### src/hdl/lpr_pkg.sv
// Constants, state codes and the state record of the line interface primary register bank.
package lpr_pkg;

    // Channel count and host port widths.
    localparam int lpr_chan_n = 8;
    localparam int lpr_addr_w = 5;
    localparam int lpr_data_w = 8;

    // Register offsets of the primary bank, plus the bank pointer.
    localparam logic [4:0] lpr_off_rev = 5'h00;
    localparam logic [4:0] lpr_off_analog_loop = 5'h01;
    localparam logic [4:0] lpr_off_remote_loop = 5'h02;
    localparam logic [4:0] lpr_off_all_ones = 5'h03;
    localparam logic [4:0] lpr_off_sig_absent = 5'h04;
    localparam logic [4:0] lpr_off_drv_fault = 5'h05;
    localparam logic [4:0] lpr_off_sig_absent_mask = 5'h06;
    localparam logic [4:0] lpr_off_drv_fault_mask = 5'h07;
    localparam logic [4:0] lpr_off_sig_absent_evt = 5'h08;
    localparam logic [4:0] lpr_off_drv_fault_evt = 5'h09;
    localparam logic [4:0] lpr_off_soft_reset = 5'h0A;
    localparam logic [4:0] lpr_off_monitor = 5'h0B;
    localparam logic [4:0] lpr_off_digital_loop = 5'h0C;
    localparam logic [4:0] lpr_off_alarm_crit = 5'h0D;
    localparam logic [4:0] lpr_off_bank_ptr = 5'h1F;

    // Reset values and fixed read values.
    localparam logic [7:0] lpr_rst_cfg = 8'h00;
    localparam logic [7:0] lpr_rst_soft_reset = 8'hFF;
    localparam logic [7:0] lpr_bank_primary = 8'h00;
    localparam logic [7:0] lpr_rd_unmapped = 8'h00;

    // Field positions of the monitor configuration register.
    localparam int lpr_mc_lsb = 0;
    localparam int lpr_mc_msb = 3;
    localparam int lpr_mc_dir_bit = 3;
    localparam logic [2:0] lpr_mc_none = 3'h0;

    // Soft reset length: the time in microseconds and the derived cycle count.
    localparam int lpr_clk_period_ps = 40000;
    localparam int lpr_soft_rst_us = 1;
    localparam int lpr_soft_rst_cycles = (lpr_soft_rst_us * 1000000 + lpr_clk_period_ps - 1) / lpr_clk_period_ps;
    localparam int lpr_cnt_w = 5;
    localparam logic [4:0] lpr_soft_rst_last = 5'(lpr_soft_rst_cycles - 1);
    localparam logic [4:0] lpr_cnt_zero = 5'h00;
    localparam logic [4:0] lpr_cnt_one = 5'h01;

    // Operating state: normal running or inside a soft reset cycle.
    typedef enum logic [1:0] {
        lpr_st_run = 2'b01,
        lpr_st_reset = 2'b10
    } lpr_state_type;

    // Whole state of the register bank.
    typedef struct packed {
        lpr_state_type st;
        logic [4:0] cnt;
        logic [7:0] bank;
        logic [7:0] analog_loop;
        logic [7:0] remote_loop;
        logic [7:0] all_ones;
        logic [7:0] sig_absent_mask;
        logic [7:0] drv_fault_mask;
        logic [7:0] sig_absent_evt;
        logic [7:0] drv_fault_evt;
        logic [7:0] monitor;
        logic [7:0] digital_loop;
        logic [7:0] alarm_crit;
        logic [7:0] sig_absent_prev;
        logic [7:0] drv_fault_prev;
        logic [7:0] rdata;
        logic rvalid;
        logic irq;
        logic busy;
        logic [7:0] mon_rx;
        logic [7:0] mon_tx;
        logic [7:0] crit_etsi;
        logic crit_t1;
    } lpr_state_rec_type;

endpackage

### src/hdl/lpr_sync.sv
// Two-stage synchroniser for a bus of independent level signals.
`timescale 1ns/1ps
`default_nettype none
module lpr_sync
    import lpr_pkg::*;
#(
    parameter int width = lpr_chan_n
) (
    // Clock and reset.
    input wire logic clk,
    input wire logic sys_rst,
    // Asynchronous levels in, synchronised levels out.
    input wire logic [width-1:0] async_in,
    output logic [width-1:0] sync_out
);

    // Each bit crosses through its own pair of flip-flops; bits are not coherent with each other.
    genvar gi;
    generate
        for (gi = 0; gi < width; gi++) begin : g_bit
            logic meta_r;
            logic stable_r;
            always_ff @(posedge clk or posedge sys_rst) begin
                if (sys_rst) begin
                    meta_r <= 1'b0;
                    stable_r <= 1'b0;
                end else begin
                    meta_r <= async_in[gi];
                    stable_r <= meta_r;
                end
            end
            assign sync_out[gi] = stable_r;
        end
    endgenerate

endmodule
`default_nettype wire

### src/hdl/lpr_regs.sv
// Primary register bank of the eight-channel line interface with its host port and event logic.
//
// Summary of operation
// - Offset 00H reads a fixed 8-bit revision code; writes have no effect.
// - Analog loop enable bit n puts channel n in analog loopback; resets to 0.
// - Remote loop enable bit n puts channel n in remote loopback; resets to 0.
// - All-ones transmit bit n sends all ones on channel n; resets to 0.
// - Signal absent status reads 1 per channel while loss of signal is seen.
// - Driver fault status reads 1 per channel while a driver fault is seen.
// - Signal absent mask bit 1 lets that channel raise loss-of-signal events.
// - Driver fault mask bit 1 lets that channel raise driver fault events.
// - Any change of loss-of-signal status sets its event bit when unmasked.
// - Reading the loss-of-signal status clears the signal absent event bits.
// - Any change of driver fault status sets its event bit when unmasked.
// - Reading the driver fault status clears the driver fault event bits.
// - Any write to the soft reset register restores all registers for 1 us.
// - Writing the soft reset register never changes its all-ones content.
// - Monitor select: 0 or 8 none, 1-7 receivers, 9-15 transmitters.
// - Digital loop enable bit n puts channel n in digital loopback; resets to 0.
// - In E1 mode alarm criteria bit picks G.775 (0) or ETSI 300 233 (1).
// - In T1 mode the T1.231 criterion applies regardless of the selection bit.
`timescale 1ns/1ps
`default_nettype none
module lpr_regs
    import lpr_pkg::*;
#(
    // Revision code; the value is arbitrary.
    parameter logic [7:0] rev_code_p = 8'h5A
) (
    // Clock and reset.
    input wire logic clk,
    input wire logic sys_rst,
    // Host register port, synchronous to clk.
    input wire logic host_cs,
    input wire logic host_wr,
    input wire logic host_rd,
    input wire logic [4:0] host_addr,
    input wire logic [7:0] host_wdata,
    output logic [7:0] host_rdata,
    output logic host_rvalid,
    // Line status from the analog front end, asynchronous.
    input wire logic [7:0] line_sig_absent,
    input wire logic [7:0] line_drv_fault,
    input wire logic line_e1_mode,
    // Per-channel controls to the datapath.
    output logic [7:0] analog_loop_enable,
    output logic [7:0] remote_loop_enable,
    output logic [7:0] digital_loop_enable,
    output logic [7:0] all_ones_transmit,
    // Monitor selection, one-hot by channel.
    output logic [7:0] monitor_rx_sel,
    output logic [7:0] monitor_tx_sel,
    // Loss-of-signal criterion selection.
    output logic [7:0] alarm_crit_etsi,
    output logic alarm_crit_t1,
    // Soft reset in progress and interrupt request.
    output logic soft_reset_busy,
    output logic irq_req
);

    lpr_state_rec_type s_r;
    lpr_state_rec_type s_nxt;
    logic [7:0] sig_absent_s;
    logic [7:0] drv_fault_s;
    logic [0:0] e1_mode_s;
    logic wr_req;
    logic rd_req;
    logic prim_sel;
    logic bank_sel;

    // Status and mode pins cross into the clock domain before any logic reads them.
    lpr_sync #(
        .width(lpr_chan_n)
    ) u_sync_sig_absent (
        .clk(clk),
        .sys_rst(sys_rst),
        .async_in(line_sig_absent),
        .sync_out(sig_absent_s)
    );

    lpr_sync #(
        .width(lpr_chan_n)
    ) u_sync_drv_fault (
        .clk(clk),
        .sys_rst(sys_rst),
        .async_in(line_drv_fault),
        .sync_out(drv_fault_s)
    );

    lpr_sync #(
        .width(1)
    ) u_sync_mode (
        .clk(clk),
        .sys_rst(sys_rst),
        .async_in(line_e1_mode),
        .sync_out(e1_mode_s)
    );

    // Host strobes: a write wins over a read presented in the same cycle.
    assign wr_req = host_cs & host_wr;
    assign rd_req = host_cs & host_rd & ~host_wr;
    // The primary bank answers only while the bank pointer holds the primary value.
    assign prim_sel = (s_r.bank == lpr_bank_primary);
    assign bank_sel = (host_addr == lpr_off_bank_ptr);

    // Next-state logic for the whole bank.
    always_comb begin
        logic [7:0] rd_val;
        logic [7:0] sa_set;
        logic [7:0] df_set;
        logic [7:0] sa_clr;
        logic [7:0] df_clr;
        logic go_reset;
        logic [2:0] mc_chan;
        rd_val = lpr_rd_unmapped;
        sa_set = 8'h00;
        df_set = 8'h00;
        sa_clr = 8'h00;
        df_clr = 8'h00;
        go_reset = 1'b0;
        mc_chan = lpr_mc_none;
        s_nxt = s_r;
        s_nxt.rvalid = 1'b0;

        // Read multiplexer; bit n of each per-channel register value is channel n.
        if (bank_sel) begin
            rd_val = s_r.bank;
        end else if (prim_sel) begin
            case (host_addr)
                lpr_off_rev: rd_val = rev_code_p;
                lpr_off_analog_loop: rd_val = s_r.analog_loop;
                lpr_off_remote_loop: rd_val = s_r.remote_loop;
                lpr_off_all_ones: rd_val = s_r.all_ones;
                lpr_off_sig_absent: rd_val = sig_absent_s;
                lpr_off_drv_fault: rd_val = drv_fault_s;
                lpr_off_sig_absent_mask: rd_val = s_r.sig_absent_mask;
                lpr_off_drv_fault_mask: rd_val = s_r.drv_fault_mask;
                lpr_off_sig_absent_evt: rd_val = s_r.sig_absent_evt;
                lpr_off_drv_fault_evt: rd_val = s_r.drv_fault_evt;
                lpr_off_soft_reset: rd_val = lpr_rst_soft_reset;
                lpr_off_monitor: rd_val = s_r.monitor;
                lpr_off_digital_loop: rd_val = s_r.digital_loop;
                lpr_off_alarm_crit: rd_val = s_r.alarm_crit;
                default: rd_val = lpr_rd_unmapped;
            endcase
        end

        // A read answers one cycle later with a one-cycle valid pulse.
        if (rd_req) begin
            s_nxt.rdata = rd_val;
            s_nxt.rvalid = 1'b1;
        end

        // Reading a status register clears the matching event bits.
        if (rd_req && prim_sel && host_addr == lpr_off_sig_absent) begin
            sa_clr = 8'hFF;
        end
        if (rd_req && prim_sel && host_addr == lpr_off_drv_fault) begin
            df_clr = 8'hFF;
        end

        // Any edge of a status bit raises its event while the mask allows it.
        sa_set = (sig_absent_s ^ s_r.sig_absent_prev) & s_r.sig_absent_mask;
        df_set = (drv_fault_s ^ s_r.drv_fault_prev) & s_r.drv_fault_mask;
        s_nxt.sig_absent_prev = sig_absent_s;
        s_nxt.drv_fault_prev = drv_fault_s;

        // A new event in the cycle of the clearing read survives the clear.
        s_nxt.sig_absent_evt = (s_r.sig_absent_evt & ~sa_clr) | sa_set;
        s_nxt.drv_fault_evt = (s_r.drv_fault_evt & ~df_clr) | df_set;

        // Operating state and host writes.
        case (s_r.st)
            lpr_st_run: begin
                if (wr_req && bank_sel) begin
                    s_nxt.bank = host_wdata;
                end else if (wr_req && prim_sel) begin
                    case (host_addr)
                        lpr_off_analog_loop: s_nxt.analog_loop = host_wdata;
                        lpr_off_remote_loop: s_nxt.remote_loop = host_wdata;
                        lpr_off_all_ones: s_nxt.all_ones = host_wdata;
                        lpr_off_sig_absent_mask: s_nxt.sig_absent_mask = host_wdata;
                        lpr_off_drv_fault_mask: s_nxt.drv_fault_mask = host_wdata;
                        lpr_off_soft_reset: go_reset = 1'b1;
                        lpr_off_monitor: s_nxt.monitor = host_wdata;
                        lpr_off_digital_loop: s_nxt.digital_loop = host_wdata;
                        lpr_off_alarm_crit: s_nxt.alarm_crit = host_wdata;
                        default: s_nxt.bank = s_r.bank;
                    endcase
                end
                if (go_reset) begin
                    s_nxt.st = lpr_st_reset;
                    s_nxt.cnt = lpr_cnt_zero;
                end
            end
            lpr_st_reset: begin
                // Writes are ignored while the reset cycle runs; the cycle lasts the full count.
                if (s_r.cnt == lpr_soft_rst_last) begin
                    s_nxt.st = lpr_st_run;
                    s_nxt.cnt = lpr_cnt_zero;
                end else begin
                    s_nxt.cnt = s_r.cnt + lpr_cnt_one;
                end
            end
            default: begin
                s_nxt.st = lpr_st_run;
                s_nxt.cnt = lpr_cnt_zero;
            end
        endcase

        // Inside a reset cycle every register holds its default value.
        if (go_reset || s_r.st == lpr_st_reset) begin
            s_nxt.bank = lpr_bank_primary;
            s_nxt.analog_loop = lpr_rst_cfg;
            s_nxt.remote_loop = lpr_rst_cfg;
            s_nxt.all_ones = lpr_rst_cfg;
            s_nxt.sig_absent_mask = lpr_rst_cfg;
            s_nxt.drv_fault_mask = lpr_rst_cfg;
            s_nxt.sig_absent_evt = lpr_rst_cfg;
            s_nxt.drv_fault_evt = lpr_rst_cfg;
            s_nxt.monitor = lpr_rst_cfg;
            s_nxt.digital_loop = lpr_rst_cfg;
            s_nxt.alarm_crit = lpr_rst_cfg;
        end
        s_nxt.busy = (s_nxt.st == lpr_st_reset);

        // Interrupt request follows the event bits that will be held.
        s_nxt.irq = |{s_nxt.sig_absent_evt, s_nxt.drv_fault_evt};

        // Monitor decode: the low three bits pick a channel, the top bit picks transmit.
        mc_chan = s_nxt.monitor[lpr_mc_msb-1:lpr_mc_lsb];
        s_nxt.mon_rx = 8'h00;
        s_nxt.mon_tx = 8'h00;
        if (mc_chan != lpr_mc_none) begin
            if (s_nxt.monitor[lpr_mc_dir_bit]) begin
                s_nxt.mon_tx[mc_chan] = 1'b1;
            end else begin
                s_nxt.mon_rx[mc_chan] = 1'b1;
            end
        end

        // Criterion selection: the per-channel choice counts only in E1 mode.
        s_nxt.crit_etsi = s_nxt.alarm_crit & {lpr_chan_n{e1_mode_s[0]}};
        s_nxt.crit_t1 = ~e1_mode_s[0];
    end

    // State register; the asynchronous reset loads constants only.
    always_ff @(posedge clk or posedge sys_rst) begin
        if (sys_rst) begin
            s_r.st <= lpr_st_run;
            s_r.cnt <= lpr_cnt_zero;
            s_r.bank <= lpr_bank_primary;
            s_r.analog_loop <= lpr_rst_cfg;
            s_r.remote_loop <= lpr_rst_cfg;
            s_r.all_ones <= lpr_rst_cfg;
            s_r.sig_absent_mask <= lpr_rst_cfg;
            s_r.drv_fault_mask <= lpr_rst_cfg;
            s_r.sig_absent_evt <= lpr_rst_cfg;
            s_r.drv_fault_evt <= lpr_rst_cfg;
            s_r.monitor <= lpr_rst_cfg;
            s_r.digital_loop <= lpr_rst_cfg;
            s_r.alarm_crit <= lpr_rst_cfg;
            s_r.sig_absent_prev <= 8'h00;
            s_r.drv_fault_prev <= 8'h00;
            s_r.rdata <= 8'h00;
            s_r.rvalid <= 1'b0;
            s_r.irq <= 1'b0;
            s_r.busy <= 1'b0;
            s_r.mon_rx <= 8'h00;
            s_r.mon_tx <= 8'h00;
            s_r.crit_etsi <= 8'h00;
            s_r.crit_t1 <= 1'b1;
        end else begin
            s_r <= s_nxt;
        end
    end

    // Outputs come straight from state flip-flops.
    assign host_rdata = s_r.rdata;
    assign host_rvalid = s_r.rvalid;
    assign analog_loop_enable = s_r.analog_loop;
    assign remote_loop_enable = s_r.remote_loop;
    assign digital_loop_enable = s_r.digital_loop;
    assign all_ones_transmit = s_r.all_ones;
    assign monitor_rx_sel = s_r.mon_rx;
    assign monitor_tx_sel = s_r.mon_tx;
    assign alarm_crit_etsi = s_r.crit_etsi;
    assign alarm_crit_t1 = s_r.crit_t1;
    assign soft_reset_busy = s_r.busy;
    assign irq_req = s_r.irq;

endmodule
`default_nettype wire

### config.mk
export PLATFORM = sky130hd
export DESIGN_NAME = lpr_regs
export DESIGN_NICKNAME = d
export VERILOG_FILES = /design/src/hdl/lpr_pkg.sv /design/src/hdl/lpr_sync.sv /design/src/hdl/lpr_regs.sv
export SDC_FILE = /design/constraint.sdc
export NUM_CORES = 1
export LEC_CHECK = 0
export ABC_CLOCK_PERIOD_IN_PS = 7160
export BUFFER_PORTS_ARGS = -buffer_cell sky130_fd_sc_hd__buf_2
export CORE_MARGIN = 1
export CORE_UTILIZATION = 58
export DETAILED_ROUTE_END_ITERATION = 10
export PLACE_DENSITY_LB_ADDON = 0.12
export SLEW_MARGIN = 20
export SYNTH_ARGS = -nofsm -noshare
export SYNTH_HDL_FRONTEND = slang
export SYNTH_SLANG_ARGS = --single-unit
### constraint.sdc
create_clock -name clk -period 7.16 [get_ports clk]
set_clock_uncertainty 0.05 [all_clocks]
set_input_delay 0.716 -clock clk [delete_from_list [all_inputs] [get_ports clk]]
set_output_delay 0.716 -clock clk [all_outputs]
set_load 0.05 [all_outputs]
Word level (Yosys, flattened, before mapping)
Index checks and enable logic that the tools add are counted.

Output and inout port bits: 68. Word-level logic and storage cells: 162. Input bits: 35. Latch bits: 0. Memories: 0. RAM bits: 0. Flip-flop bits (word level): 181. ROM bits: 0.

$mul: 0. Bitwise logic cells: 16. Magnitude comparators: 2. Eq/ne operators: 20. Muxes and demuxes: 36. $add $sub $neg: 1. Div/mod/pow operators: 0. Shift operators: 0. Reductions and logical operators: 29.

Operators with widths (number): two-way mux 8 bit (15); one-hot mux 8 bit (14 select lines) (1); two-way mux 88 bit (1); two-way mux 40 bit (2); two-way mux 24 bit (3); two-way mux 48 bit (1); bitwise AND 8 bit (5); equality test 5 x 4 -> 1 bit (second input constant) (6); AND reduction 4 bit (7); equality test 5 x 3 -> 1 bit (second input constant) (4); nonzero test 2 bit (10); two-way mux 16 bit (1); NOT 8 bit (2); bitwise OR 8 bit (2); OR reduction 16 bit (1); XOR 8 bit (2); one-hot mux 7 bit (2 select lines) (1); equality test 5 x 2 -> 1 bit (second input constant) (2); equality test 5 bit (second input constant) (2); zero test 8 bit (1); two-way mux 1 bit (7); two-way mux 7 bit (1); logical AND 1 bit (6); adder 5 x 1 -> 5 bit (second input constant) (1); 16 further kinds (20).

Longest topological paths before layout
Depth in word-level cells: 15. Mapped depth: 9. Gate-level depth less buffers: 7.

Cells and area by module
Synthesis repeated with hierarchy kept, for this count alone.

Cell total of the unflattened synthesis: 812. Area, all modules: 8162.8 um^2.

By module, submodules not included: lpr_regs (area an instance 7180.6 um^2, sequential area each 3681.0 um^2, times used 1, cells an instance 759); lpr_sync at u_sync_drv_fault ... (area an instance 464.2 um^2, sequential area each 400.4 um^2, times used 2, cells an instance 25); lpr_sync at u_sync_mode (area an instance 53.8 um^2, sequential area each 50.0 um^2, times used 1, cells an instance 3).

Least setup slack after synthesis
OpenSTA, ideal clock, no wires.

Path kind: input to register. Start point: in host_addr[3]. End point: reg s_r[95] (netlist bit). Cell stages on the path: 7. Setup slack: 4.841 ns. Path buffers: 2. Arrival: 2.148 ns. Cells stage by stage: buf_2 or3b_1 buf_2 nor2_1 nand2_1 a21o_4 a22o_1.

Cells in the longest elaborated chain, start to end: 9.

Ends and longest elaborated chain: start, declared (RTL line lpr_regs.sv:37) `input wire logic [4:0] host_addr,`; equality test 5 x 4 -> 1 bit (RTL line lpr_regs.sv:178) `case (host_addr)`; two-way mux 1 bit (RTL line lpr_regs.sv:178); two-way mux 1 bit (RTL line lpr_regs.sv:177) `end else if (wr_req && prim_sel) begin`; two-way mux 1 bit (RTL line lpr_regs.sv:175) `if (wr_req && bank_sel) begin`; two-way mux 1 bit (2 in a row) (RTL line lpr_regs.sv:173) `case (s_r.st)`; logical OR 1 bit (RTL line lpr_regs.sv:212) `if (go_reset || s_r.st == lpr_st_reset) begin`; inequality test 2 x 1 -> 1 bit (no source line) / nonzero test 2 bit (equally long branches); AND reduction 4 bit (no source line); end signal, assigned (RTL line lpr_regs.sv:274) `s_r <= s_nxt;`; end, declared (RTL line lpr_regs.sv:61) `lpr_state_rec_type s_r;`.

Parallel ways exist; a longest one is shown, timed or not. The select of a mux whose other input is x is not followed. A chain may end at the register's enable or synchronous reset.

Worst setup path after layout
Start point: reg s_r[136] (netlist bit). End point: reg s_r[106] (netlist bit).

Cells in the longest elaborated chain, start to end: 9.

Ends and longest elaborated chain: zero test 8 bit (*) (RTL line lpr_regs.sv:103) `assign prim_sel = (s_r.bank == lpr_bank_primary);`; logical AND 1 bit (*) (RTL line lpr_regs.sv:177); two-way mux 1 bit (RTL line lpr_regs.sv:177); two-way mux 1 bit (RTL line lpr_regs.sv:175); two-way mux 1 bit (2 in a row) (RTL line lpr_regs.sv:173); logical OR 1 bit (RTL line lpr_regs.sv:212); inequality test 2 x 1 -> 1 bit (no source line) / nonzero test 2 bit (equally long branches); AND reduction 4 bit (no source line).

Mark *: on every way between the ends. The rest lies on a longest branch, timed or not. The select of a mux whose other input is x is not followed.

==> impl_metrics.tcl <==
set metrics [dict create \
    worstReg2RegEnd "s_r[106]" \
    synth_enable_flop_cells 0 \
    io_pins 103 \
    critPathRequiredTime_ns 7.43 \
    cts_inserted_buffers 17 \
    final_common_cell "dfrtp_1" \
    ant_nets 0 \
    cts_resized 0 \
    use_met1_pct 46.6 \
    setup_viol_count_final 0 \
    grt-busiest-layer "met2" \
    ys_seq_elements 181 \
    min_to "u_sync_drv_fault.g_bit[0].stable_r" \
    cp.arrival_ns 3.37 \
    fmax_ghz 0.323 \
    reg2reg_from "s_r[136]" \
    overflow 0 \
    slew_headroom_pct 21.4 \
    dieArea_um2 15000 \
    async_flop_share_pct 100 \
    clockBufferDepth 2 \
    hold_slack_ns 0.300 \
    path_cells "nor4_2 -> and3_1 -> a41oi_4 -> and3_1 -> a22o_1" \
    yosysTopAreaCellShare_pct 53.1 \
    cap_violations 0 \
    power_density_nw_per_um2 317 \
    finalWirelength_mm 23.7 \
    nets 841 \
    synthFlopType "dfrtp_1" \
    antennaDiodeCount 0 \
    initial_core_util_pct 60.0 \
    worst_path_most_repeated_cell "and3_1" \
    drive_gt1_share_pct 19.6 \
    r2r_setup_slack_ns 4.06 \
    htree_levels 4 \
    synth.avg_cell_area_um2 10.7 \
    grt_usage_pct 33.2 \
    clock-sinks 181 \
    portBuffers 102 \
    status "completed" \
    root_buffer "clkbuf_16" \
    hpwl_mm 16.8 \
    hp-start "u_sync_drv_fault.g_bit[0].meta_r" \
    grt_first_pass_wirelength_mm 35.7 \
    start_kind "flop" \
    wl_per_cell_um 23.8 \
    rsz0062_at_grt "no" \
    post_cts_buffers 0 \
    cts_tree "done" \
    syn_area_um2 8430 \
    ir_worst_vdd_mv 0.335 \
    layout_min_cycle_time_ns 3.10 \
    drt_iter0_drc 710 \
    hold_path.class "reg2reg" \
    slowest_stage "and3_1" \
    maxSlewViolCount 0 \
    worst_pin_slew_ns 1.18 \
    final_cell_mix "179 x dfrtp_1, 102 x buf_2, 64 x nand2_1" \
    die_width_um 123 \
    fin_crit_sh_pct 43.2 \
    die_h_um 123 \
    use_met3_pct 8.69 \
    post-synth-top-area-cell "dfrtp_1" \
    worst-setup-path-type "reg2reg" \
    area_growth_pct 7.81 \
    hold_depth 0 \
    gr-usage-met2_pct 48.9 \
    ys_warn_count 0 \
    r2r_cells 5 \
    dr.pass1.iters 5 \
    finalWeightedCongestion 1.01 \
    core_area_um2 14000 \
    netlist_instances 791 \
    synth.area.top_cells "dfrtp_1 53%, buf_4 5.8%, a22o_1 5.1%" \
    grt_max_degree 108 \
    p_leak_nw 4.30 \
    endpoint_kind "flop" \
    synth_cell_types 66 \
    std_cell_rows 43 \
    hold_viol 0 \
    path_max_fanout 19 \
    viasPerCell 6.37 \
    fillers 1096 \
    drc 0 \
    ctsHoldBuffers 0 \
    antenna_found_initial 0 \
    via_count 6341 \
    worstSkewPairLatency_ns 0.44 \
    critical-path-max-stage-delay_ns 0.82 \
    grt_pass1_vias 5945 \
    synth-seq-area-share_pct 53.8 \
    path_clk_slew_ns 0.08 \
    setup-tns-final_ns 0 \
]
critical path, delay by kind of cell, from the launching register on:
family | cells | cell delay, ns
AND/OR/NAND/NOR | 3 | 1.66
AO/OA/AOI/OAI | 2 | 0.82
flip-flops | 1 | 0.44
flip-flops by register name, indices dropped and copies added, names as in the netlist, 8 cells and up:
name and count:
alarm_crit_etsi 8, all_ones_transmit 8, analog_loop_enable 8, digital_loop_enable 8
host_rdata 8, monitor_rx_sel 8, monitor_tx_sel 8, remote_loop_enable 8
s_r 79, u_sync_drv_fault.g_bit.meta_r 8, u_sync_drv_fault.g_bit.stable_r 8, u_sync_sig_absent.g_bit.meta_r 8
u_sync_sig_absent.g_bit.stable_r 8
worst max-delay path by stage:
stage / endpoint / slack [ns] / start
floorplan: alarm_crit_etsi[0] / 1.48 / sys_rst
global placement: analog_loop_enable[7] / 4.07 / host_addr[1]
detailed placement: analog_loop_enable[7] / 4.01 / host_addr[1]
CTS: analog_loop_enable[7] / 4.13 / s_r[136]
global route: analog_loop_enable[7] / 3.93 / s_r[136]
finish: s_r[106] / 4.06 / s_r[136]
cell type report:
| type | count | area [µm²] | share of cell area, % |
|---|---|---|---|
| timing repair buffer | 105 | 533 | 5.86 |
| sequential | 181 | 4530 | 49.9 |
| clock inverter | 14 | 189 | 2.08 |
| clock buffer | 18 | 429 | 4.72 |
| inverter | 23 | 91.3 | 1.00 |
| multi-input combinational | 474 | 3090 | 34.0 |
| tap | 180 | 225 | 2.48 |
synth_stat cells, types with 3 or more instances:
cell	n
nor2_1	52
buf_4	65
buf_6	4
o31ai_1	7
nor3_1	7
a32o_1	3
a22oi_1	16
o32ai_1	3
xor2_1	16
o2bb2ai_1	6
nor4_1	8
buf_2	20
mux2_2	3
clkbuf_1	19
o21ai_0	16
nand3_1	25
and3_1	17
and2_1	6
o22ai_1	4
buf_1	6
nand2_1	64
a21oi_1	48
nor2b_1	11
nand2b_1	6
a31oi_1	6
inv_1	23
dfrtp_1	179
a21o_1	3
a22o_1	49
a221oi_1	7
mux2i_1	19
ha_1	4
nand4_1	20
nand3b_1	3
kinds of logic (layout without fill, tap and decap cells):
logic type / after synthesis / after routing / synth area share [%]
AO/OA/AOI/OAI: 189 / 189 / 16.7
flip-flops: 181 / 181 / 53.8
other: 1 / 2 / 0.0445
XOR/XNOR: 16 / 16 / 1.66
multiplexers: 23 / 23 / 2.92
buffers and inverters: 137 / 160 / 9.65
adder cells (fa/ha/maj): 4 / 4 / 0.594
AND/OR/NAND/NOR: 240 / 240 / 14.7
per-layer routing:
metal  vias to the layer above  part of all wire, %
li1                       2792                    -
met1                      3177                   43
met2                       319                   46
met3                        53                  7.9
met4                         0                  3.4
met5                         -                    0
power breakdown:
| part | leakage (nW) | switching (mW) | internal (mW) | total (mW) |
|---|---|---|---|---|
| Sequential | 2.30 | 0.141 | 1.16 | 1.30 |
| Combinational | 1.70 | 0.448 | 0.178 | 0.626 |
| Clock | 0.298 | 0.454 | 0.504 | 0.958 |
stage by stage:
| step | instances | util, % | power (mW) | cell area, µm² | setup WS (ns) |
|---|---|---|---|---|---|
| after floorplan | 792 | - | 1.77 | 8430 | 1.48 |
| after global placement | 963 | 60.3 | 1.92 | 8470 | 4.07 |
| after detailed placement | 963 | 60.3 | 1.93 | 8470 | 4.01 |
| after CTS | 995 | 64.7 | 2.88 | 9090 | 4.13 |
| after global routing | 995 | 64.7 | 2.98 | 9090 | 3.93 |
| final | 995 | 64.7 | 2.88 | 9090 | 4.06 |
(Power assumes the default switching activity.)
